--- src/pkg/rcp_pkg.sv ---
// Purpose: Shared types and constants for the channel power sequencer
// Assumes: 125 MHz clock, four channels in two pairs
// Notes:   Times are kept in their own units; cycle counts derive from them

`default_nettype none

package rcp_pkg;

  // ==========================================================
  // Clock and timing
  localparam int CLK_PERIOD_PS = 8000;
  localparam int DET_INTERVAL_MS = 6;
  localparam int IDLE_WAIT_US = 10;
  // Fixed repeat interval, rounded down; scaled to ns to stay inside int
  localparam int DET_INTERVAL_CYC =
    (DET_INTERVAL_MS * 1000000) / (CLK_PERIOD_PS / 1000);
  // Least idle time before detection, rounded up
  localparam int IDLE_WAIT_CYC =
    (IDLE_WAIT_US * 1000000 + CLK_PERIOD_PS - 1) / CLK_PERIOD_PS;

  // ==========================================================
  // Register map, byte addresses
  localparam int ADDR_W = 4;
  localparam logic [ADDR_W-1:0] REG_CTRL = 4'h0;
  localparam logic [ADDR_W-1:0] REG_STATE = 4'h4;
  localparam logic [ADDR_W-1:0] REG_SETTING = 4'h8;
  localparam logic [3:0] CTRL_RESET = 4'h0;
  localparam logic [1:0] AXI_OKAY = 2'h0;
  localparam logic [1:0] AXI_SLVERR = 2'h2;

  // ==========================================================
  // Channel types
  typedef enum logic [1:0] {PS_OFF, PS_UNPLUG, PS_SLUMBER, PS_ACTIVE}
    rcp_pstate_e;
  // Pin level as reported by the four-level comparator
  typedef enum logic [1:0] {LV_LOW, LV_RES, LV_OPEN, LV_HIGH} rcp_level_e;
  typedef enum logic [1:0] {RX_PULL_GND, RX_HIZ, RX_TERM} rcp_rxterm_e;
  typedef enum logic [1:0] {TX_HIZ, TX_PULL_VDD, TX_TERM} rcp_txterm_e;

  // Pin sync reset values: enables default on, selects default open
  localparam logic SYNC_EN_RESET = 1'b1;
  localparam logic [1:0] SEL_RESET = 2'h2;
  // Decoded index reset values match the open setting
  localparam logic [1:0] BOOST_RESET = 2'h1;
  localparam logic [1:0] GAIN_RESET = 2'h2;

  typedef struct packed {
    rcp_pstate_e state;
    logic power_down_state;
    rcp_rxterm_e rx_term;
    rcp_txterm_e tx_term;
    logic sigdet_en;
    logic rxdet_req;
    logic [1:0] boost;
    logic [1:0] gain;
    logic setting_new;
  } rcp_chan_out_s;

  typedef struct packed {
    logic sig_active;
    logic det_done;
    logic det_load;
    logic [1:0] boost_sel;
    logic [1:0] gain_sel;
  } rcp_chan_in_s;

endpackage : rcp_pkg

`default_nettype wire

--- src/rtl/rcp_channel.sv ---
// Purpose: One channel's power state machine and select decode
// Assumes: All inputs already synchronised to clk
// Notes:   Detector request is a four-phase handshake with det_done

`timescale 1ns/1ps
`default_nettype none

module rcp_channel
  import rcp_pkg::*;
#(
  parameter int IDLE_CYC = IDLE_WAIT_CYC,
  parameter int INTERVAL_CYC = DET_INTERVAL_CYC,
  parameter int CNT_W = $clog2(INTERVAL_CYC + 1)
)
(
  // Clock and reset
  input wire logic clk,
  input wire logic reset_n,
  // Control
  input wire logic pair_en,
  input wire logic force_off,
  input wire rcp_chan_in_s ch_in,
  // Channel outputs
  output rcp_chan_out_s ch_out
);

  rcp_chan_out_s next_out;
  logic [CNT_W-1:0] cnt;
  logic [CNT_W-1:0] next_cnt;
  logic run;

  assign run = pair_en && !force_off;

  // ==========================================================
  // State machine
  always_comb
  begin
    next_out = ch_out;
    next_cnt = cnt;
    next_out.setting_new = 1'b0;
    if (!run)
    begin
      next_out.state = PS_OFF;
      next_out.rxdet_req = 1'b0;
      next_cnt = '0;
    end
    else
    begin
      unique case (ch_out.state)
        PS_OFF:
        begin
          next_out.state = PS_ACTIVE;
        end
        PS_ACTIVE:
        begin
          if (!ch_in.sig_active)
          begin
            next_out.state = PS_SLUMBER;
            next_cnt = CNT_W'(IDLE_CYC - 1);
          end
        end
        PS_SLUMBER:
        begin
          if (ch_in.sig_active)
          begin
            next_out.state = PS_ACTIVE;
            next_out.rxdet_req = 1'b0;
          end
          else if (ch_out.rxdet_req)
          begin
            if (ch_in.det_done)
            begin
              next_out.rxdet_req = 1'b0;
              if (!ch_in.det_load)
                next_out.state = PS_UNPLUG;
              else
                next_cnt = CNT_W'(INTERVAL_CYC - 1);
            end
          end
          else if (!ch_in.det_done)
          begin
            if (cnt == '0)
              next_out.rxdet_req = 1'b1;
            else
              next_cnt = cnt - 1'b1;
          end
        end
        PS_UNPLUG:
        begin
          if (ch_out.rxdet_req)
          begin
            if (ch_in.det_done)
            begin
              next_out.rxdet_req = 1'b0;
              if (ch_in.det_load)
              begin
                next_out.state = PS_SLUMBER;
                next_cnt = CNT_W'(INTERVAL_CYC - 1);
              end
            end
          end
          else if (!ch_in.det_done)
            next_out.rxdet_req = 1'b1;
        end
      endcase
    end
    // Terminations follow the state being entered
    unique case (next_out.state)
      PS_OFF:
      begin
        next_out.rx_term = RX_PULL_GND;
        next_out.tx_term = TX_HIZ;
      end
      PS_UNPLUG:
      begin
        next_out.rx_term = RX_HIZ;
        next_out.tx_term = TX_PULL_VDD;
      end
      PS_SLUMBER:
      begin
        next_out.rx_term = RX_TERM;
        next_out.tx_term = TX_PULL_VDD;
      end
      PS_ACTIVE:
      begin
        next_out.rx_term = RX_TERM;
        next_out.tx_term = TX_TERM;
      end
    endcase
    next_out.power_down_state = (next_out.state == PS_OFF);
    next_out.sigdet_en = (next_out.state != PS_OFF);
    // Select pins only count while the pair runs
    if (pair_en)
    begin
      unique case (rcp_level_e'(ch_in.boost_sel))
        LV_RES: next_out.boost = 2'h0;
        LV_OPEN: next_out.boost = 2'h1;
        LV_LOW: next_out.boost = 2'h2;
        LV_HIGH: next_out.boost = 2'h3;
      endcase
      next_out.gain = ch_in.gain_sel;
      next_out.setting_new = (next_out.boost != ch_out.boost) ||
        (next_out.gain != ch_out.gain);
    end
  end

  always_ff @(posedge clk)
  begin
    if (!reset_n)
    begin
      ch_out <= '{PS_OFF, 1'b1, RX_PULL_GND, TX_HIZ, 1'b0, 1'b0,
                 BOOST_RESET, GAIN_RESET, 1'b0};
      cnt <= '0;
    end
    else
    begin
      ch_out <= next_out;
      cnt <= next_cnt;
    end
  end

  // ==========================================================
  // Checks
  if (IDLE_CYC < 5 || INTERVAL_CYC < 5 || INTERVAL_CYC >= 2**CNT_W ||
      IDLE_CYC >= 2**CNT_W)
  begin : g_bad_timer
    $error("rcp_channel: timer parameters out of range");
  end

  a_off_when_disabled: assert property (@(posedge clk) disable iff (!reset_n)
    !run |=> ch_out.state == PS_OFF && ch_out.power_down_state)
    else $error("channel not off while disabled");
  a_pd_termination: assert property (@(posedge clk) disable iff (!reset_n)
    ch_out.state == PS_OFF |-> ch_out.rx_term == RX_PULL_GND &&
    ch_out.tx_term == TX_HIZ && !ch_out.sigdet_en)
    else $error("power-down termination wrong");
  a_idle_to_slumber: assert property (@(posedge clk) disable iff (!reset_n)
    run && ch_out.state == PS_ACTIVE && !ch_in.sig_active
    |=> ch_out.state == PS_SLUMBER)
    else $error("idle channel did not enter slumber");
  a_slumber_sigdet: assert property (@(posedge clk) disable iff (!reset_n)
    ch_out.state == PS_SLUMBER |-> ch_out.sigdet_en &&
    ch_out.tx_term == TX_PULL_VDD)
    else $error("slumber detector or output wrong");
  a_wake_active: assert property (@(posedge clk) disable iff (!reset_n)
    run && ch_out.state == PS_SLUMBER && ch_in.sig_active
    |=> ch_out.state == PS_ACTIVE && ch_out.rx_term == RX_TERM &&
    ch_out.tx_term == TX_TERM)
    else $error("activity did not wake channel");
  a_noload_unplug: assert property (@(posedge clk) disable iff (!reset_n)
    run && ch_out.state == PS_SLUMBER && !ch_in.sig_active &&
    ch_out.rxdet_req && ch_in.det_done && !ch_in.det_load
    |=> ch_out.state == PS_UNPLUG ##1 ch_out.rx_term == RX_HIZ)
    else $error("missing load did not unplug");
  a_load_back_slumber: assert property (@(posedge clk)
    disable iff (!reset_n)
    run && ch_out.state == PS_UNPLUG && ch_out.rxdet_req &&
    ch_in.det_done && ch_in.det_load
    |=> ch_out.state == PS_SLUMBER && !ch_out.rxdet_req [*4])
    else $error("load found but no slumber wait");
  a_idle_wait: assert property (@(posedge clk) disable iff (!reset_n)
    ch_out.state == PS_ACTIVE ##1 ch_out.state == PS_SLUMBER
    |-> !ch_out.rxdet_req [*5])
    else $error("detection started before idle wait");
  a_select_hold: assert property (@(posedge clk) disable iff (!reset_n)
    !pair_en |=> $stable(ch_out.boost) && $stable(ch_out.gain))
    else $error("select changed while pair disabled");
  a_boost_open: assert property (@(posedge clk) disable iff (!reset_n)
    pair_en && ch_in.boost_sel == LV_OPEN |=> ch_out.boost == 2'h1)
    else $error("open boost level decoded wrong");

  c_unplug: cover property (@(posedge clk) disable iff (!reset_n)
    ch_out.state == PS_UNPLUG);
  c_replug: cover property (@(posedge clk) disable iff (!reset_n)
    ch_out.state == PS_UNPLUG ##1 ch_out.state == PS_SLUMBER);
  c_wake: cover property (@(posedge clk) disable iff (!reset_n)
    ch_out.state == PS_SLUMBER ##1 ch_out.state == PS_ACTIVE);

endmodule : rcp_channel

`default_nettype wire

--- src/rtl/rcp_top.sv ---
// Purpose: Four-channel power sequencer with AXI4-Lite status and control
// Assumes: Detector and select comparator results arrive asynchronously
// Notes:   Functional notes below
//
// Functional notes
// - One enable per pair; 1 enables, 0 disables, default enabled.
// - Enable low holds both pair channels off; high runs each one whose force_off bit is clear.
// - A channel whose signal detector reports idle enters slumber.
// - Each channel decides its own transitions independently.
// - Signal detector stays enabled and monitoring during slumber.
// - During slumber the channel runs far-end receiver detection.
// - No load found: enter unplug and keep checking for a load.
// - Load found in unplug: back to slumber, redetect every 6 ms.
// - Off state: weak input pull to ground, output high impedance.
// - Unplug and slumber: weak output pull up; unplug input Hi-Z.
// - Boost select decodes four levels to four strengths; open default.
// - Gain select decodes four levels to four gains; open default.
// - Receiver detection starts only after a set idle period.

`timescale 1ns/1ps
`default_nettype none

module rcp_top
  import rcp_pkg::*;
#(
  parameter int NUM_CH = 4,
  parameter int IDLE_CYC = IDLE_WAIT_CYC,
  parameter int INTERVAL_CYC = DET_INTERVAL_CYC
)
(
  // Clock and reset
  input wire logic clk,
  input wire logic reset_n,
  // Pair enables
  input wire logic first_pair_enable,
  input wire logic second_pair_enable,
  // Analog detector results, one bit per channel
  input wire logic [NUM_CH-1:0] sig_active,
  input wire logic [NUM_CH-1:0] rxdet_done,
  input wire logic [NUM_CH-1:0] rxdet_load,
  // Four-level select comparator results
  input wire logic [1:0] lane_a_boost_select,
  input wire logic [1:0] lane_b_boost_select,
  input wire logic [1:0] lane_c_boost_select,
  input wire logic [1:0] lane_d_boost_select,
  input wire logic [1:0] lane_a_gain_select,
  input wire logic [1:0] lane_b_gain_select,
  input wire logic [1:0] lane_c_gain_select,
  input wire logic [1:0] lane_d_gain_select,
  // Channel controls
  output rcp_chan_out_s [NUM_CH-1:0] chan_out,
  // AXI4-Lite write
  input wire logic [ADDR_W-1:0] s_axi_awaddr,
  input wire logic s_axi_awvalid,
  output logic s_axi_awready,
  input wire logic [31:0] s_axi_wdata,
  input wire logic [3:0] s_axi_wstrb,
  input wire logic s_axi_wvalid,
  output logic s_axi_wready,
  output logic [1:0] s_axi_bresp,
  output logic s_axi_bvalid,
  input wire logic s_axi_bready,
  // AXI4-Lite read
  input wire logic [ADDR_W-1:0] s_axi_araddr,
  input wire logic s_axi_arvalid,
  output logic s_axi_arready,
  output logic [31:0] s_axi_rdata,
  output logic [1:0] s_axi_rresp,
  output logic s_axi_rvalid,
  input wire logic s_axi_rready
);

  localparam int SYNC_W = 2 + 3 * NUM_CH + 4 * NUM_CH;
  // Activity reads as present through reset, so no false idle follows it
  localparam logic [SYNC_W-1:0] SYNC_RESET =
    {{NUM_CH{SEL_RESET}}, {NUM_CH{SEL_RESET}}, {(2 * NUM_CH){1'b0}},
     {NUM_CH{1'b1}}, {2{SYNC_EN_RESET}}};

  if (NUM_CH != 4)
  begin : g_bad_count
    $error("rcp_top: exactly four channels in two pairs are supported");
  end

  // ==========================================================
  // Input synchroniser
  logic [SYNC_W-1:0] raw_in;
  logic [SYNC_W-1:0] sync_meta;
  logic [SYNC_W-1:0] sync_in;

  assign raw_in = {lane_d_gain_select, lane_c_gain_select,
                   lane_b_gain_select, lane_a_gain_select,
                   lane_d_boost_select, lane_c_boost_select,
                   lane_b_boost_select, lane_a_boost_select,
                   rxdet_load, rxdet_done, sig_active,
                   second_pair_enable, first_pair_enable};

  always_ff @(posedge clk)
  begin
    if (!reset_n)
    begin
      // Enables read as on through reset, as an open pin does
      sync_meta <= SYNC_RESET;
      sync_in <= SYNC_RESET;
    end
    else
    begin
      sync_meta <= raw_in;
      sync_in <= sync_meta;
    end
  end

  logic [1:0] pair_en;
  logic [NUM_CH-1:0] act_s;
  logic [NUM_CH-1:0] done_s;
  logic [NUM_CH-1:0] load_s;
  logic [2*NUM_CH-1:0] boost_s;
  logic [2*NUM_CH-1:0] gain_s;

  assign {gain_s, boost_s, load_s, done_s, act_s, pair_en} = sync_in;

  // ==========================================================
  // Channels
  logic [3:0] force_off;

  genvar g;
  generate
    for (g = 0; g < NUM_CH; g++)
    begin : g_chan
      rcp_chan_in_s ci;
      assign ci = '{act_s[g], done_s[g], load_s[g],
                    boost_s[2*g+1:2*g], gain_s[2*g+1:2*g]};
      // Channels 0,1 share the first enable, 2,3 the second
      rcp_channel #(
        .IDLE_CYC(IDLE_CYC),
        .INTERVAL_CYC(INTERVAL_CYC)
      ) u_chan (
        .clk(clk),
        .reset_n(reset_n),
        .pair_en(pair_en[g/2]),
        .force_off(force_off[g]),
        .ch_in(ci),
        .ch_out(chan_out[g])
      );
    end
  endgenerate

  // ==========================================================
  // AXI4-Lite slave
  logic aw_hold;
  logic next_aw_hold;
  logic [ADDR_W-1:0] aw_addr;
  logic [ADDR_W-1:0] next_aw_addr;
  logic w_hold;
  logic next_w_hold;
  logic [31:0] w_data;
  logic [31:0] next_w_data;
  logic [3:0] w_strb;
  logic [3:0] next_w_strb;
  logic [3:0] next_force_off;
  logic next_awready;
  logic next_wready;
  logic next_bvalid;
  logic [1:0] next_bresp;
  logic next_arready;
  logic next_rvalid;
  logic [31:0] next_rdata;
  logic [1:0] next_rresp;
  logic [31:0] state_word;
  logic [31:0] setting_word;

  always_comb
  begin
    state_word = '0;
    setting_word = '0;
    for (int i = 0; i < NUM_CH; i++)
    begin
      state_word[2*i +: 2] = chan_out[i].state;
      state_word[8 + i] = chan_out[i].rxdet_req;
      setting_word[2*i +: 2] = chan_out[i].boost;
      setting_word[8 + 2*i +: 2] = chan_out[i].gain;
    end
    state_word[13:12] = pair_en;
  end

  always_comb
  begin
    next_aw_hold = aw_hold;
    next_aw_addr = aw_addr;
    next_w_hold = w_hold;
    next_w_data = w_data;
    next_w_strb = w_strb;
    next_force_off = force_off;
    next_bvalid = s_axi_bvalid;
    next_bresp = s_axi_bresp;
    next_rvalid = s_axi_rvalid;
    next_rdata = s_axi_rdata;
    next_rresp = s_axi_rresp;
    if (s_axi_awvalid && s_axi_awready)
    begin
      next_aw_hold = 1'b1;
      next_aw_addr = s_axi_awaddr;
    end
    if (s_axi_wvalid && s_axi_wready)
    begin
      next_w_hold = 1'b1;
      next_w_data = s_axi_wdata;
      next_w_strb = s_axi_wstrb;
    end
    if (s_axi_bvalid && s_axi_bready)
      next_bvalid = 1'b0;
    // Write commits once both halves are held and no response pends
    if (aw_hold && w_hold && !s_axi_bvalid)
    begin
      next_aw_hold = 1'b0;
      next_w_hold = 1'b0;
      next_bvalid = 1'b1;
      next_bresp = AXI_SLVERR;
      if (aw_addr == REG_CTRL)
      begin
        next_bresp = AXI_OKAY;
        if (w_strb[0])
          next_force_off = w_data[3:0];
      end
    end
    if (s_axi_rvalid && s_axi_rready)
      next_rvalid = 1'b0;
    if (s_axi_arvalid && s_axi_arready)
    begin
      next_rvalid = 1'b1;
      next_rresp = AXI_OKAY;
      unique case (s_axi_araddr)
        REG_CTRL: next_rdata = {28'h0000000, force_off};
        REG_STATE: next_rdata = state_word;
        REG_SETTING: next_rdata = setting_word;
        default:
        begin
          next_rdata = '0;
          next_rresp = AXI_SLVERR;
        end
      endcase
    end
    next_awready = !next_aw_hold && !next_bvalid;
    next_wready = !next_w_hold && !next_bvalid;
    next_arready = !next_rvalid;
  end

  always_ff @(posedge clk)
  begin
    if (!reset_n)
    begin
      aw_hold <= 1'b0;
      aw_addr <= '0;
      w_hold <= 1'b0;
      w_data <= '0;
      w_strb <= '0;
      force_off <= CTRL_RESET;
      s_axi_awready <= 1'b0;
      s_axi_wready <= 1'b0;
      s_axi_bvalid <= 1'b0;
      s_axi_bresp <= AXI_OKAY;
      s_axi_arready <= 1'b0;
      s_axi_rvalid <= 1'b0;
      s_axi_rdata <= '0;
      s_axi_rresp <= AXI_OKAY;
    end
    else
    begin
      aw_hold <= next_aw_hold;
      aw_addr <= next_aw_addr;
      w_hold <= next_w_hold;
      w_data <= next_w_data;
      w_strb <= next_w_strb;
      force_off <= next_force_off;
      s_axi_awready <= next_awready;
      s_axi_wready <= next_wready;
      s_axi_bvalid <= next_bvalid;
      s_axi_bresp <= next_bresp;
      s_axi_arready <= next_arready;
      s_axi_rvalid <= next_rvalid;
      s_axi_rdata <= next_rdata;
      s_axi_rresp <= next_rresp;
    end
  end

  // ==========================================================
  // Checks
  a_pair_shared_off: assert property (@(posedge clk) disable iff (!reset_n)
    !pair_en[0] |=> chan_out[0].state == PS_OFF &&
    chan_out[1].state == PS_OFF)
    else $error("first pair not off while disabled");
  a_chan_independent: assert property (@(posedge clk)
    disable iff (!reset_n)
    pair_en[0] && !force_off[0] && !force_off[1] &&
    chan_out[0].state == PS_ACTIVE && chan_out[1].state == PS_ACTIVE &&
    !act_s[0] && act_s[1]
    |=> chan_out[0].state == PS_SLUMBER &&
    chan_out[1].state == PS_ACTIVE)
    else $error("channels of a pair did not act independently");
  a_gain_open: assert property (@(posedge clk) disable iff (!reset_n)
    pair_en[1] && gain_s[5:4] == LV_OPEN |=> chan_out[2].gain == 2'h2)
    else $error("open gain level decoded wrong");

  c_write_ctrl: cover property (@(posedge clk) disable iff (!reset_n)
    s_axi_bvalid && s_axi_bresp == AXI_OKAY);
  c_split_state: cover property (@(posedge clk) disable iff (!reset_n)
    chan_out[0].state == PS_SLUMBER && chan_out[1].state == PS_ACTIVE);

endmodule : rcp_top

`default_nettype wire

--- config.mk ---
export PLATFORM = sky130hd
export DESIGN_NAME = rcp_top
export DESIGN_NICKNAME = d
export VERILOG_FILES = /design/src/pkg/rcp_pkg.sv /design/src/rtl/rcp_channel.sv /design/src/rtl/rcp_top.sv
export SDC_FILE = /design/constraint.sdc
export NUM_CORES = 1
export LEC_CHECK = 0
export BUFFER_PORTS_ARGS = -buffer_cell sky130_fd_sc_hd__buf_2
export CAP_MARGIN = 30
export CELL_PAD_IN_SITES_DETAIL_PLACEMENT = 1
export CELL_PAD_IN_SITES_GLOBAL_PLACEMENT = 2
export CORE_MARGIN = 3
export CORE_UTILIZATION = 34
export DETAILED_ROUTE_END_ITERATION = 12
export PLACE_DENSITY_LB_ADDON = 0.2
export SYNTH_ARGS = -nofsm -noshare
export SYNTH_HDL_FRONTEND = slang
export SYNTH_SLANG_ARGS = --single-unit
--- constraint.sdc ---
create_clock -name clk -period 3.2 [get_ports clk]
set_input_delay 0.32 -clock clk [delete_from_list [all_inputs] [get_ports clk]]
set_output_delay 0.32 -clock clk [all_outputs]
set_load 0.02 [all_outputs]
==> flow_metrics.py, run 1 <==
metrics = {
    "pwr": {
        "vdd_ir_drop_max_mv": 0.424,
        "cellPowerDensity_nw_per_um2": 756,
        "leakagePower_nw": 5.97,
    },
    "sta": {
        "maxSlewHeadroom_pct": 42.9,
        "rsz_0062_raised_after_global_routing": "no",
        "hold_viol_final": 0,
        "max_freq_mhz": 368,
        "timing.setup.tns_ns": 0,
        "setup_viol": 0,
        "clock-skew-final_ns": 0.0148,
        "final_worst_path_period_need_ns": 2.72,
        "post-route-period-util_pct": 84.9,
        "slew_of_the_pin_with_the_lowest_slew_margin_ns": 0.855,
        "final_max_slew_viol_count": 0,
    },
    "floorplanning": {
        "floorplan.io_pins": 178,
        "core_um2": 34600,
        "placementRows": 68,
        "initial_utilization_pct": 34.6,
        "die_height_um": 194,
        "chip_width_um": 194,
        "die-area_um2": 37600,
    },
    "detailed_routing": {
        "antenna_violating_nets_post_route": 0,
        "drc": 0,
        "routed_wire_length_per_instance_um": 18.7,
        "drt-pass1-iter-count": 5,
        "routed-via-count": 11100,
        "dr.first_iter.drc_count": 525,
        "drt-vias-per-instance": 5.34,
        "wl_um": 38800,
    },
    "placement": {
        "portBuffers": 128,
        "placed_cells": 1995,
        "dp.final_hpwl_um": 27700,
        "globalplace.congestion": 0.850,
    },
    "worst_setup_path": {
        "critical_path.cell_chain": "or4_1 > or3_1 > o41ai_4 > buf_4 > o21ai_0 > a22oi_1 > nor2_1",
        "timing.critical_path.from_type": "flip-flop",
        "path_class": "flip-flop to flip-flop",
        "worst-endpoint-arrival_ns": 3.15,
        "worstSetupEndpointType": "flip-flop",
        "worst_path_largest_cell_delay_ns": 0.63,
        "crit_path_buf_inv_count": 1,
        "worstPathRequired_ns": 3.63,
        "path_delay_family": "simple AND/OR/NAND/NOR gates",
        "worst-path-max-fanout": 15,
        "critPathSlowestCell": "sky130_fd_sc_hd__o41ai_4",
    },
    "clocking": {
        "cts.repair.resized": 0,
        "post_cts_hold_buffer_count": 29,
        "clkSinkCount": 234,
        "clock_insertion_delay_worst_skew_ns": 0.56,
        "clock_path_buffers": 3,
        "library_cell_used_as_clock_root_buffer": "sky130_fd_sc_hd__clkbuf_16",
        "cts_tree": "done",
        "cts_inserted_buffers": 28,
        "cts_setup_buffers": 0,
        "cts_max_level": 1,
        "worst_setup_hold_path_clk_slew_ns": 0.06,
    },
    "global_route": {
        "grt_first_pass_wirelength_um": 62600,
        "globalRoute.totalOverflow": 0,
        "grt_max_degree": 44,
        "grt_antenna_before_repair": 1,
        "global_router_s_overall_resource_usage_pct": 20.1,
        "grt_pass1_vias": 11400,
    },
    "final_layout": {
        "fin_nets": 1732,
        "drive_gt1_share_pct": 16.0,
        "num-fill-cells": 4128,
        "instances_no_fill": 2076,
        "area_growth_syn_to_layout_pct": 20.3,
        "layout.cells.most_common_list": "sky130_fd_sc_hd__dfxtp_1 (234), sky130_fd_sc_hd__nand2_1 (143), sky130_fd_sc_hd__buf_2 (127)",
        "mostFrequentLayoutCell": "sky130_fd_sc_hd__dfxtp_1",
    },
    "run_status": {
        "run_status": "finished, final reports clean",
    },
    "synth": {
        "synth.area.top_cells": "sky130_fd_sc_hd__dfxtp_1 (39%), sky130_fd_sc_hd__ha_1 (5.4%), sky130_fd_sc_hd__o21ai_0 (4.6%)",
        "postSynthRegisterBits": 234,
        "yosysWarnings": 0,
        "synth_area_per_cell_um2": 8.31,
        "synth.lib_cells_used.distinct": 78,
        "synth_ff_type": "sky130_fd_sc_hd__dfxtp_1",
        "synth-edff-count": 0,
        "mappedNetlistArea_um2": 12000,
        "async_reset_ff_share_pct": 0,
        "synth.largest_area_cell": "sky130_fd_sc_hd__dfxtp_1",
        "syn-instance-count": 1444,
        "synth-seq-area-share_pct": 39.1,
        "post-synth-top-area-fraction_pct": 39.1,
    },
    "min_path": {
        "min-delay-path-class": "primary input to flip-flop",
    },
    "run": {
        "timing.max_cap.violations": 0,
    },
}
==> stage by stage <==
stage                     utilization, %  instance area [um^2]  power (mW)  setup WS, ns  hold WS (ns)
after floorplan                        -                 12100        6.37         0.556         0.386
after CTS                           41.7                 14400        11.0         0.498       0.00512
after global routing                41.7                 14400        11.7         0.244        0.0271
final                               41.7                 14400        10.9         0.483        0.0315
after detailed placement            38.1                 13200        7.63         0.506         0.393
after global placement              38.1                 13200        7.58         0.532         0.390
==> synth_stat cells (17+ instances only) <==
library cell               number
sky130_fd_sc_hd__o21ai_0      110
sky130_fd_sc_hd__nor2_1        98
sky130_fd_sc_hd__nor2b_1       35
sky130_fd_sc_hd__nor4_1        20
sky130_fd_sc_hd__nand2b_1      51
sky130_fd_sc_hd__clkbuf_1      67
sky130_fd_sc_hd__buf_4         18
sky130_fd_sc_hd__nor3_1        30
sky130_fd_sc_hd__a21oi_1       76
sky130_fd_sc_hd__nand2_1      143
sky130_fd_sc_hd__nand3_1       54
sky130_fd_sc_hd__mux2i_1       22
sky130_fd_sc_hd__a22oi_1       22
sky130_fd_sc_hd__a31oi_1       17
sky130_fd_sc_hd__inv_1         47
sky130_fd_sc_hd__and2_1        64
sky130_fd_sc_hd__xnor2_1       17
sky130_fd_sc_hd__ha_1          52
sky130_fd_sc_hd__dfxtp_1      234
sky130_fd_sc_hd__a21boi_0      17
==> cell families after synthesis <==
logic type               Yosys count  share of synthesized area, %
adder cells (fa/ha/maj)           52                          5.43
multiplexers                      28                          2.40
buffers and inverters            147                          5.46
AND/OR/NAND/NOR                  575                          24.8
other                              1                        0.0313
flip-flops                       234                          39.1
AO/OA/AOI/OAI                    380                          20.9
XOR/XNOR                          27                          1.97
==> per-layer routing <==
layer / vias up / GRT usage, % / routed length [um]
met5: - / 0 / 0
met2: 197 / 33.6 / 18100
met4: 0 / 5.51 / 937
met1: 5437 / 27.0 / 18300
li1: 5410 / - / -
met3: 49 / 3.16 / 1510
==> worst min-delay path, stage by stage <==
cell	delay (ns)
sky130_fd_sc_hd__buf_2	0.09
sky130_fd_sc_hd__nand3_1	0.05
sky130_fd_sc_hd__a21boi_0	0.07
==> report_power, final <==
part | switching, mW | internal (mW)
Clock | 1.32 | 1.97
Sequential | 0.301 | 3.19
Combinational | 2.55 | 1.58
Total | 4.17 | 6.74
==> cell type report <==
cell class	count	area [um^2]	area share (%)
Antenna cell	1	2.50	0.0173
Clock buffer	38	790	5.47
Clock inverter	13	155	1.08
Inverter	47	176	1.22
Multi-Input combinational cell	1080	6740	46.7
Sequential cell	234	4680	32.5
Tap cell	455	569	3.95
Timing Repair Buffer	208	1320	9.12
==> flip-flops by register name (all words and copies together), names as in the netlist <==
register	count
g_chan.u_chan.cnt	80
g_chan.u_chan.ch_out	56
sync_in	30
sync_meta	30
s_axi_rdata	16
aw_addr	4
force_off	4
w_data	4
aw_hold	1
s_axi_arready	1
s_axi_awready	1
s_axi_bresp	1
s_axi_bvalid	1
s_axi_rresp	1
s_axi_rvalid	1
s_axi_wready	1
w_hold	1
w_strb	1
==> path summary, 6_finish.rpt <==
| kind | from | to | slack [ns] | cells past startpoint |
|---|---|---|---|---|
| worst max-delay path | g_chan[0].u_chan.cnt[11]$_SDFFE_PN0P_ | g_chan[0].u_chan.cnt[3]$_SDFFE_PN0P_ | 0.48 | 7 |
| worst max register to register | g_chan[0].u_chan.cnt[11]$_SDFFE_PN0P_ | g_chan[0].u_chan.cnt[3]$_SDFFE_PN0P_ | 0.48 | 7 |
| worst min register to register | sync_meta[0]$_SDFF_PN1_ | sync_in[0]$_SDFF_PN1_ | 0.40 | 1 |
| worst min-delay path | s_axi_awaddr[3] | aw_addr[3]$_SDFFE_PN0P_ | 0.03 | 3 |
Note: power is estimated with default switching activity, not from simulation.
==> run 2, diff against run 1 <==
==> constraint.sdc (replaced) <==
create_clock -name clk -period 2.81 [get_ports clk]
set_input_delay 0.281 -clock clk [delete_from_list [all_inputs] [get_ports clk]]
set_output_delay 0.281 -clock clk [all_outputs]
set_load 0.02 [all_outputs]
==> run 2 against run 1 <==
Die area is the same; critical path type unchanged; largest cell class unchanged; sequential cell count is the same; global-route usage grew 0.12 points; final cell count grew 1.5%.
==> flow_metrics.py, run 2 (synthesized netlist as in run 1, its figures left out) <==
metrics = {
    "clocking": {
        "worst_setup_hold_path_clk_slew_ns": 0.06,
        "cts_setup_buffers": 0,
        "clkSinkCount": 234,
        "library_cell_used_as_clock_root_buffer": "sky130_fd_sc_hd__clkbuf_16",
        "post_cts_hold_buffer_count": 39,
        "clock_path_buffers": 3,
        "cts_tree": "done",
        "clock_insertion_delay_worst_skew_ns": 0.57,
        "cts_max_level": 1,
        "cts_inserted_buffers": 29,
        "cts.repair.resized": 0,
    },
    "floorplanning": {
        "die_height_um": 194,
        "die-area_um2": 37600,
        "placementRows": 68,
        "initial_utilization_pct": 34.6,
        "chip_width_um": 194,
        "core_um2": 34600,
        "floorplan.io_pins": 178,
    },
    "detailed_routing": {
        "routed-via-count": 11200,
        "drc": 0,
        "drt-vias-per-instance": 5.31,
        "drt-met1-wl_um": 19000,
        "routed_wire_length_per_instance_um": 18.7,
        "amount_of_wire_on_met3_after_detailed_routing_um": 1570,
        "detailroute.wirelength.met2_um": 18000,
        "antenna_violating_nets_post_route": 0,
        "dr.first_iter.drc_count": 489,
        "route.top_layer_used": "met5",
        "wl_um": 39400,
        "drt-pass1-iter-count": 5,
    },
    "min_path": {
        "hold_wc_startpoint": "s_axi_wdata[3]",
        "min-delay-path-class": "primary input to flip-flop",
        "timing.hold.worst_path_depth": 3,
        "hold_end": "w_data[3]$_SDFFE_PN0P_",
    },
    "pwr": {
        "power.switching_mw": 4.85,
        "power.share.combinational_pct": 38.6,
        "cellPowerDensity_nw_per_um2": 869,
        "power_switching_share_pct": 37.8,
        "pwr-share-seq_pct": 30.9,
        "clock_share_of_power_pct": 30.5,
        "leakagePower_nw": 6.16,
        "vdd_ir_drop_max_mv": 0.617,
        "power.internal_mw": 7.97,
    },
    "worst_setup_path": {
        "worstPathRequired_ns": 3.25,
        "worst_r2r_path_depth": 7,
        "worst-path-max-fanout": 10,
        "critical_path.reg2reg.endpoint": "g_chan[3].u_chan.cnt[18]$_SDFFE_PN0P_",
        "reg2reg_from": "g_chan[3].u_chan.ch_out[13]$_SDFF_PN0_",
        "worst-endpoint-arrival_ns": 2.97,
        "timing.critical_path.from_type": "flip-flop",
        "path_class": "flip-flop to flip-flop",
        "worstSetupEndpointType": "flip-flop",
        "reg2reg_setup_slack_ns": 0.28,
    },
    "run_status": {
        "run_status": "finished, final reports clean",
    },
    "sta": {
        "final_max_slew_viol_count": 0,
        "maxSlewHeadroom_pct": 42.6,
        "max_freq_mhz": 395,
        "timing.setup.tns_ns": 0,
        "final_worst_path_period_need_ns": 2.53,
        "slew_of_the_pin_with_the_lowest_slew_margin_ns": 0.861,
        "post-route-period-util_pct": 90.1,
        "postLayoutSetupSlackWorst_ns": 0.278,
        "rsz_0062_raised_after_global_routing": "no",
        "setup_viol": 0,
        "hold_viol_final": 0,
        "clock-skew-final_ns": 0.0242,
    },
    "global_route": {
        "grt_pass1_vias": 11200,
        "global_router_s_overall_resource_usage_pct": 20.2,
        "grt_first_pass_wirelength_um": 63100,
        "grt_max_degree": 56,
        "globalRoute.totalOverflow": 0,
        "grt_antenna_before_repair": 2,
    },
    "final_layout": {
        "mostFrequentLayoutCell": "sky130_fd_sc_hd__dfxtp_1",
        "fin_nets": 1762,
        "area_growth_syn_to_layout_pct": 23.0,
        "largest_register_ffs": 80,
        "registers.top_by_ff_count": "g_chan.u_chan.cnt",
        "top_regs": "g_chan.u_chan.cnt (80), g_chan.u_chan.ch_out (56)",
        "drive_gt1_share_pct": 17.1,
        "layout.cells.most_common_list": "sky130_fd_sc_hd__dfxtp_1 (234), sky130_fd_sc_hd__nand2_1 (143), sky130_fd_sc_hd__buf_2 (127)",
    },
    "placement": {
        "globalplace.congestion": 0.817,
        "portBuffers": 128,
        "dp.final_hpwl_um": 28100,
        "place_ws_ns": 0.248,
    },
    "run": {
        "timing.max_cap.violations": 0,
    },
}
## run 2: how the worst max path moves through the flow
stage	end	cells after the start	slack [ns]	startpoint
final	g_chan[3].u_chan.cnt[18]$_SDFFE_PN0P_	7	0.28	g_chan[3].u_chan.ch_out[13]$_SDFF_PN0_
after global routing	g_chan[1].u_chan.cnt[10]$_SDFFE_PN0P_	9	0.003	g_chan[1].u_chan.ch_out[13]$_SDFF_PN0_
after CTS	g_chan[2].u_chan.cnt[5]$_SDFFE_PN0P_	8	0.24	g_chan[2].u_chan.ch_out[12]$_SDFF_PN0_
after detailed placement	g_chan[2].u_chan.cnt[5]$_SDFFE_PN0P_	8	0.25	g_chan[2].u_chan.ch_out[12]$_SDFF_PN0_
after global placement	g_chan[2].u_chan.ch_out[10]$_SDFF_PN0_	9	0.31	g_chan[2].u_chan.ch_out[12]$_SDFF_PN0_
after floorplan	g_chan[1].u_chan.cnt[3]$_SDFFE_PN0P_	8	0.17	g_chan[1].u_chan.ch_out[12]$_SDFF_PN0_
## run 2: layer usage
layer	up-vias	GRT usage, %
li1	5472	-
met1	5455	27.9
met2	204	33.2
met3	50	3.20
met4	2	4.71
met5	-	0
## run 2: power groups by stage
stage / Combinational, mW / Sequential, mW / Clock, mW
after floorplan: 3.16 / 4.09 / 0
after global placement: 4.80 / 4.02 / 0
after CTS: 4.94 / 3.96 / 4.03
after detailed placement: 4.87 / 4.03 / 0
final: 4.95 / 3.96 / 3.90
after global routing: 5.48 / 4.01 / 4.18
## run 2: worst max-delay path, stage by stage (launching register included)
cell	delay (ns)
sky130_fd_sc_hd__dfxtp_1	0.50
sky130_fd_sc_hd__ha_1	0.45
sky130_fd_sc_hd__nor2b_1	0.22
sky130_fd_sc_hd__nand3_1	0.08
sky130_fd_sc_hd__o21ai_0	0.48
sky130_fd_sc_hd__nor2_1	0.27
sky130_fd_sc_hd__a21o_1	0.22
sky130_fd_sc_hd__a32o_1	0.19
## run 2: per-stage QoR
| step | instances | power (mW) | hold slack [ns] | util (%) | cell area, um^2 |
|---|---|---|---|---|---|
| 6_report | 2108 | 12.8 | 0.0320 | 42.6 | 14800 |
| 5_1_grt | 2108 | 13.7 | 0.0411 | 42.6 | 14800 |
| 4_1_cts | 2107 | 12.9 | 0.0106 | 42.6 | 14700 |
| 3_5_place_dp | 2014 | 8.90 | 0.396 | 38.6 | 13400 |
| 3_3_place_gp | 2014 | 8.82 | 0.391 | 38.6 | 13400 |
| 2_1_floorplan | 1461 | 7.25 | 0.382 | - | 12100 |
## run 2: area by class of cell
cell class,instances,area (um^2)
clock inverter,17,204
sequential,234,4680
inverter,47,176
timing repair buffer,237,1580
multi-input combinational,1080,6740
tap,455,569
clock buffer,37,796
antenna,1,2.50
fill,4124,19900
==> run 3, diff against run 2 <==
--- a/config.mk
+++ b/config.mk
@@ -10,9 +10,11 @@
 export CELL_PAD_IN_SITES_DETAIL_PLACEMENT = 1
 export CELL_PAD_IN_SITES_GLOBAL_PLACEMENT = 2
 export CORE_MARGIN = 3
-export CORE_UTILIZATION = 34
+export CORE_UTILIZATION = 35
 export DETAILED_ROUTE_END_ITERATION = 12
 export PLACE_DENSITY_LB_ADDON = 0.2
 export SYNTH_ARGS = -nofsm -noshare
 export SYNTH_HDL_FRONTEND = slang
+export SYNTH_HIERARCHICAL = 1
 export SYNTH_SLANG_ARGS = --single-unit
+export TNS_END_PERCENT = 30
==> run 3 against run 2 <==
Worst setup slack lost 0.027 ns; register-to-register slack lost 0.03 ns; critical path type unchanged; hold slack gained 0.0033 ns; final area grew 1.5%; utilization grew 1.4 points; die area shrank 0.76%.
==> flow_metrics.py, run 3 <==
metrics = {
    "final_layout": {
        "final-seq-area_um2": 4680,
        "registers.top_by_ff_count": "g_chan.u_chan/cnt",
        "num-fill-cells": 4086,
        "finish.utilization_pct": 44.0,
        "instances_no_fill": 2091,
        "mostFrequentLayoutCell": "sky130_fd_sc_hd__dfxtp_1",
        "largest_register_ffs": 80,
        "area_growth_syn_to_layout_pct": 22.2,
        "final_cell_area_um2": 15000,
        "layout.cells.most_common_list": "sky130_fd_sc_hd__dfxtp_1 (234), sky130_fd_sc_hd__nand2_1 (128), sky130_fd_sc_hd__buf_2 (127)",
        "multi_input_area_um2": 6910,
        "top_regs": "g_chan.u_chan/cnt (80), g_chan.u_chan/ch_out (56)",
        "fin_nets": 1746,
        "drive_gt1_share_pct": 18.5,
    },
    "clocking": {
        "worst_setup_hold_path_clk_slew_ns": 0.06,
        "cts_tree": "done",
        "library_cell_used_as_clock_root_buffer": "sky130_fd_sc_hd__clkbuf_16",
        "cts_max_level": 1,
        "cts_inserted_buffers": 28,
        "post_cts_hold_buffer_count": 35,
        "clkSinkCount": 234,
        "clock_path_buffers": 3,
        "cts.repair.resized": 0,
        "cts_setup_buffers": 0,
        "clock_insertion_delay_worst_skew_ns": 0.55,
    },
    "synth": {
        "synth_area_per_cell_um2": 8.58,
        "synthTopCellsByCount": "sky130_fd_sc_hd__dfxtp_1 (234), sky130_fd_sc_hd__nand2_1 (128), sky130_fd_sc_hd__nor2_1 (96)",
        "post-synth-top-area-fraction_pct": 38.2,
        "synth-edff-count": 0,
        "syn-instance-count": 1428,
        "synth.lib_cells_used.distinct": 92,
        "yosysWarnings": 6,
        "async_reset_ff_share_pct": 0,
        "mappedNetlistArea_um2": 12200,
        "synth.area.top_cells": "sky130_fd_sc_hd__dfxtp_1 (38%), sky130_fd_sc_hd__ha_1 (4.6%), sky130_fd_sc_hd__nand2_1 (3.9%)",
        "synth.largest_area_cell": "sky130_fd_sc_hd__dfxtp_1",
        "synth_ff_type": "sky130_fd_sc_hd__dfxtp_1",
        "synth-seq-area-share_pct": 38.2,
        "synth_most_common_cell": "sky130_fd_sc_hd__dfxtp_1",
        "postSynthRegisterBits": 234,
    },
    "floorplanning": {
        "floorplan.io_pins": 178,
        "chip_width_um": 193,
        "die_height_um": 193,
        "die-area_um2": 37300,
        "core_um2": 34000,
        "placementRows": 67,
        "initial_utilization_pct": 36.0,
    },
    "sta": {
        "maxSlewHeadroom_pct": 36.4,
        "rsz_0062_raised_after_global_routing": "no",
        "hold_ws_ns": 0.0353,
        "post-route-period-util_pct": 91.0,
        "max_freq_mhz": 391,
        "slew_of_the_pin_with_the_lowest_slew_margin_ns": 0.952,
        "final_max_slew_viol_count": 0,
        "final_worst_path_period_need_ns": 2.56,
        "clock-skew-final_ns": 0.0172,
        "timing.setup.tns_ns": 0,
        "postLayoutSetupSlackWorst_ns": 0.252,
        "hold_viol_final": 0,
        "setup_viol": 0,
    },
    "placement": {
        "placed_cells": 2003,
        "dp.final_hpwl_um": 29400,
        "portBuffers": 128,
        "place_ws_ns": 0.283,
        "globalplace.congestion": 0.847,
        "placement.cell_area_um2": 13600,
    },
    "global_route": {
        "grt-busiest-layer": "met2",
        "grt_max_degree": 50,
        "global_router_s_overall_resource_usage_pct": 21.1,
        "grt_pass1_vias": 11400,
        "gr-usage-met1_pct": 29.0,
        "use_met3_pct": 2.91,
        "grtUsageMet2_pct": 35.2,
        "grt_first_pass_wirelength_um": 63300,
        "globalRoute.totalOverflow": 0,
        "grt_antenna_before_repair": 2,
    },
    "worst_setup_path": {
        "critical_path.startpoint": "g_chan[0].u_chan/cnt[13]$_SDFFE_PN0P_",
        "worstSetupEndpointType": "flip-flop",
        "worstPathRequired_ns": 3.23,
        "path_class": "flip-flop to flip-flop",
        "worst_r2r_path_depth": 6,
        "path_delay_family": "simple AND/OR/NAND/NOR gates",
        "reg2reg_from": "g_chan[0].u_chan/cnt[13]$_SDFFE_PN0P_",
        "critical_path.endpoint": "g_chan[0].u_chan/cnt[19]$_SDFFE_PN0P_",
        "critical_path.reg2reg.endpoint": "g_chan[0].u_chan/cnt[19]$_SDFFE_PN0P_",
        "worst-path-max-fanout": 7,
        "timing.critical_path.mode_cell": "sky130_fd_sc_hd__or4_4",
        "worst_path_largest_cell_delay_ns": 0.57,
        "critPathSlowestCell": "sky130_fd_sc_hd__or4_4",
        "critical_path_depth": 6,
        "reg2reg_setup_slack_ns": 0.25,
        "critical_path.cell_chain": "or4_4 > or4_4 > o41a_1 > nand3_1 > buf_4 > o22ai_1",
        "crit_path_buf_inv_count": 1,
        "worst-endpoint-arrival_ns": 2.98,
        "timing.critical_path.from_type": "flip-flop",
    },
    "detailed_routing": {
        "dr.first_iter.drc_count": 613,
        "drt-vias-per-instance": 5.40,
        "routed-via-count": 11300,
        "routed_wire_length_per_instance_um": 19.1,
        "antenna_violating_nets_post_route": 0,
        "drt-pass1-iter-count": 5,
        "wl_um": 39900,
        "drc": 0,
    },
    "pwr": {
        "vdd_ir_drop_max_mv": 0.434,
        "cellPowerDensity_nw_per_um2": 846,
        "leakagePower_nw": 6.18,
        "p_total_mw": 12.7,
    },
    "min_path": {
        "min-delay-path-class": "primary input to flip-flop",
    },
    "run_status": {
        "run_status": "finished, final reports clean",
    },
    "run": {
        "timing.max_cap.violations": 0,
    },
}
==> run 3: changes by cell type after synthesis, moves of 8 or more <==
| cell | change |
|---|---|
| sky130_fd_sc_hd__and2_1 | -12 |
| sky130_fd_sc_hd__nand2_1 | -15 |
| sky130_fd_sc_hd__o21ai_1 | +8 |
| sky130_fd_sc_hd__o2bb2ai_1 | +10 |
| sky130_fd_sc_hd__o31ai_1 | +10 |
| sky130_fd_sc_hd__a21boi_2 | +10 |
| sky130_fd_sc_hd__a22oi_1 | -18 |
| sky130_fd_sc_hd__nand3_1 | -12 |
| sky130_fd_sc_hd__a211o_1 | +14 |
| sky130_fd_sc_hd__o21ai_0 | -28 |
| sky130_fd_sc_hd__nand3b_1 | +21 |
==> run 3: area by class of cell <==
class	count	share of cell area, %
Multi-Input combinational cell	1059	46.2
Sequential cell	234	31.3
Timing Repair Buffer	246	11.0
Clock buffer	41	5.69
Tap cell	448	3.75
Inverter	51	1.28
Clock inverter	10	0.786
Antenna cell	2	0.0334
==> run 3: logic make-up (layout without fill, tap and decap cells) <==
group           after synthesis  count (layout)  synth area share (%)
compound gates              397             397                  23.4
xor+xnor                     18              18                  1.29
fa+ha+maj                    45              45                  4.60
buf+inv                     152             348                  5.83
flops                       234             234                  38.2
mux                          25              25                  2.11
other cells                   1              20                0.0306
simple gates                556             556                  24.5
==> run 3: routing by layer <==
metal | routed length (um) | vias to the layer above
met1 | 18900 | 5514
met3 | 1760 | 36
met5 | 0 | -
li1 | - | 5519
met4 | 605 | 0
met2 | 18600 | 228
==> run 3: where the power goes <==
part           total (mW)  internal, mW  leakage (nW)  switching (mW)
Clock                3.76          2.28         0.465            1.48
Sequential           3.99          3.64          1.92           0.348
Combinational        4.91          1.96          3.80            2.95
==> run 3: worst min-delay path, stage by stage <==
cell	delay, ns
sky130_fd_sc_hd__buf_2	0.11
sky130_fd_sc_hd__nand3_1	0.07
sky130_fd_sc_hd__a21boi_0	0.07
==> run 3: how the worst min path moves through the flow <==
| stage | start | to | slack (ns) | depth (start not counted) |
|---|---|---|---|---|
| 3_3_place_gp | sync_meta[15]$_SDFF_PN1_ | sync_in[15]$_SDFF_PN1_ | 0.39 | 1 |
| 2_1_floorplan | first_pair_enable | sync_meta[0]$_SDFF_PN1_ | 0.38 | 1 |
| 5_1_grt | s_axi_wdata[0] | w_data[0]$_SDFFE_PN0P_ | 0.02 | 3 |
| 6_report | s_axi_wdata[3] | w_data[3]$_SDFFE_PN0P_ | 0.04 | 3 |
| 4_1_cts | s_axi_wdata[3] | w_data[3]$_SDFFE_PN0P_ | 0.002 | 3 |
| 3_5_place_dp | sync_meta[21]$_SDFF_PN1_ | sync_in[21]$_SDFF_PN1_ | 0.40 | 1 |
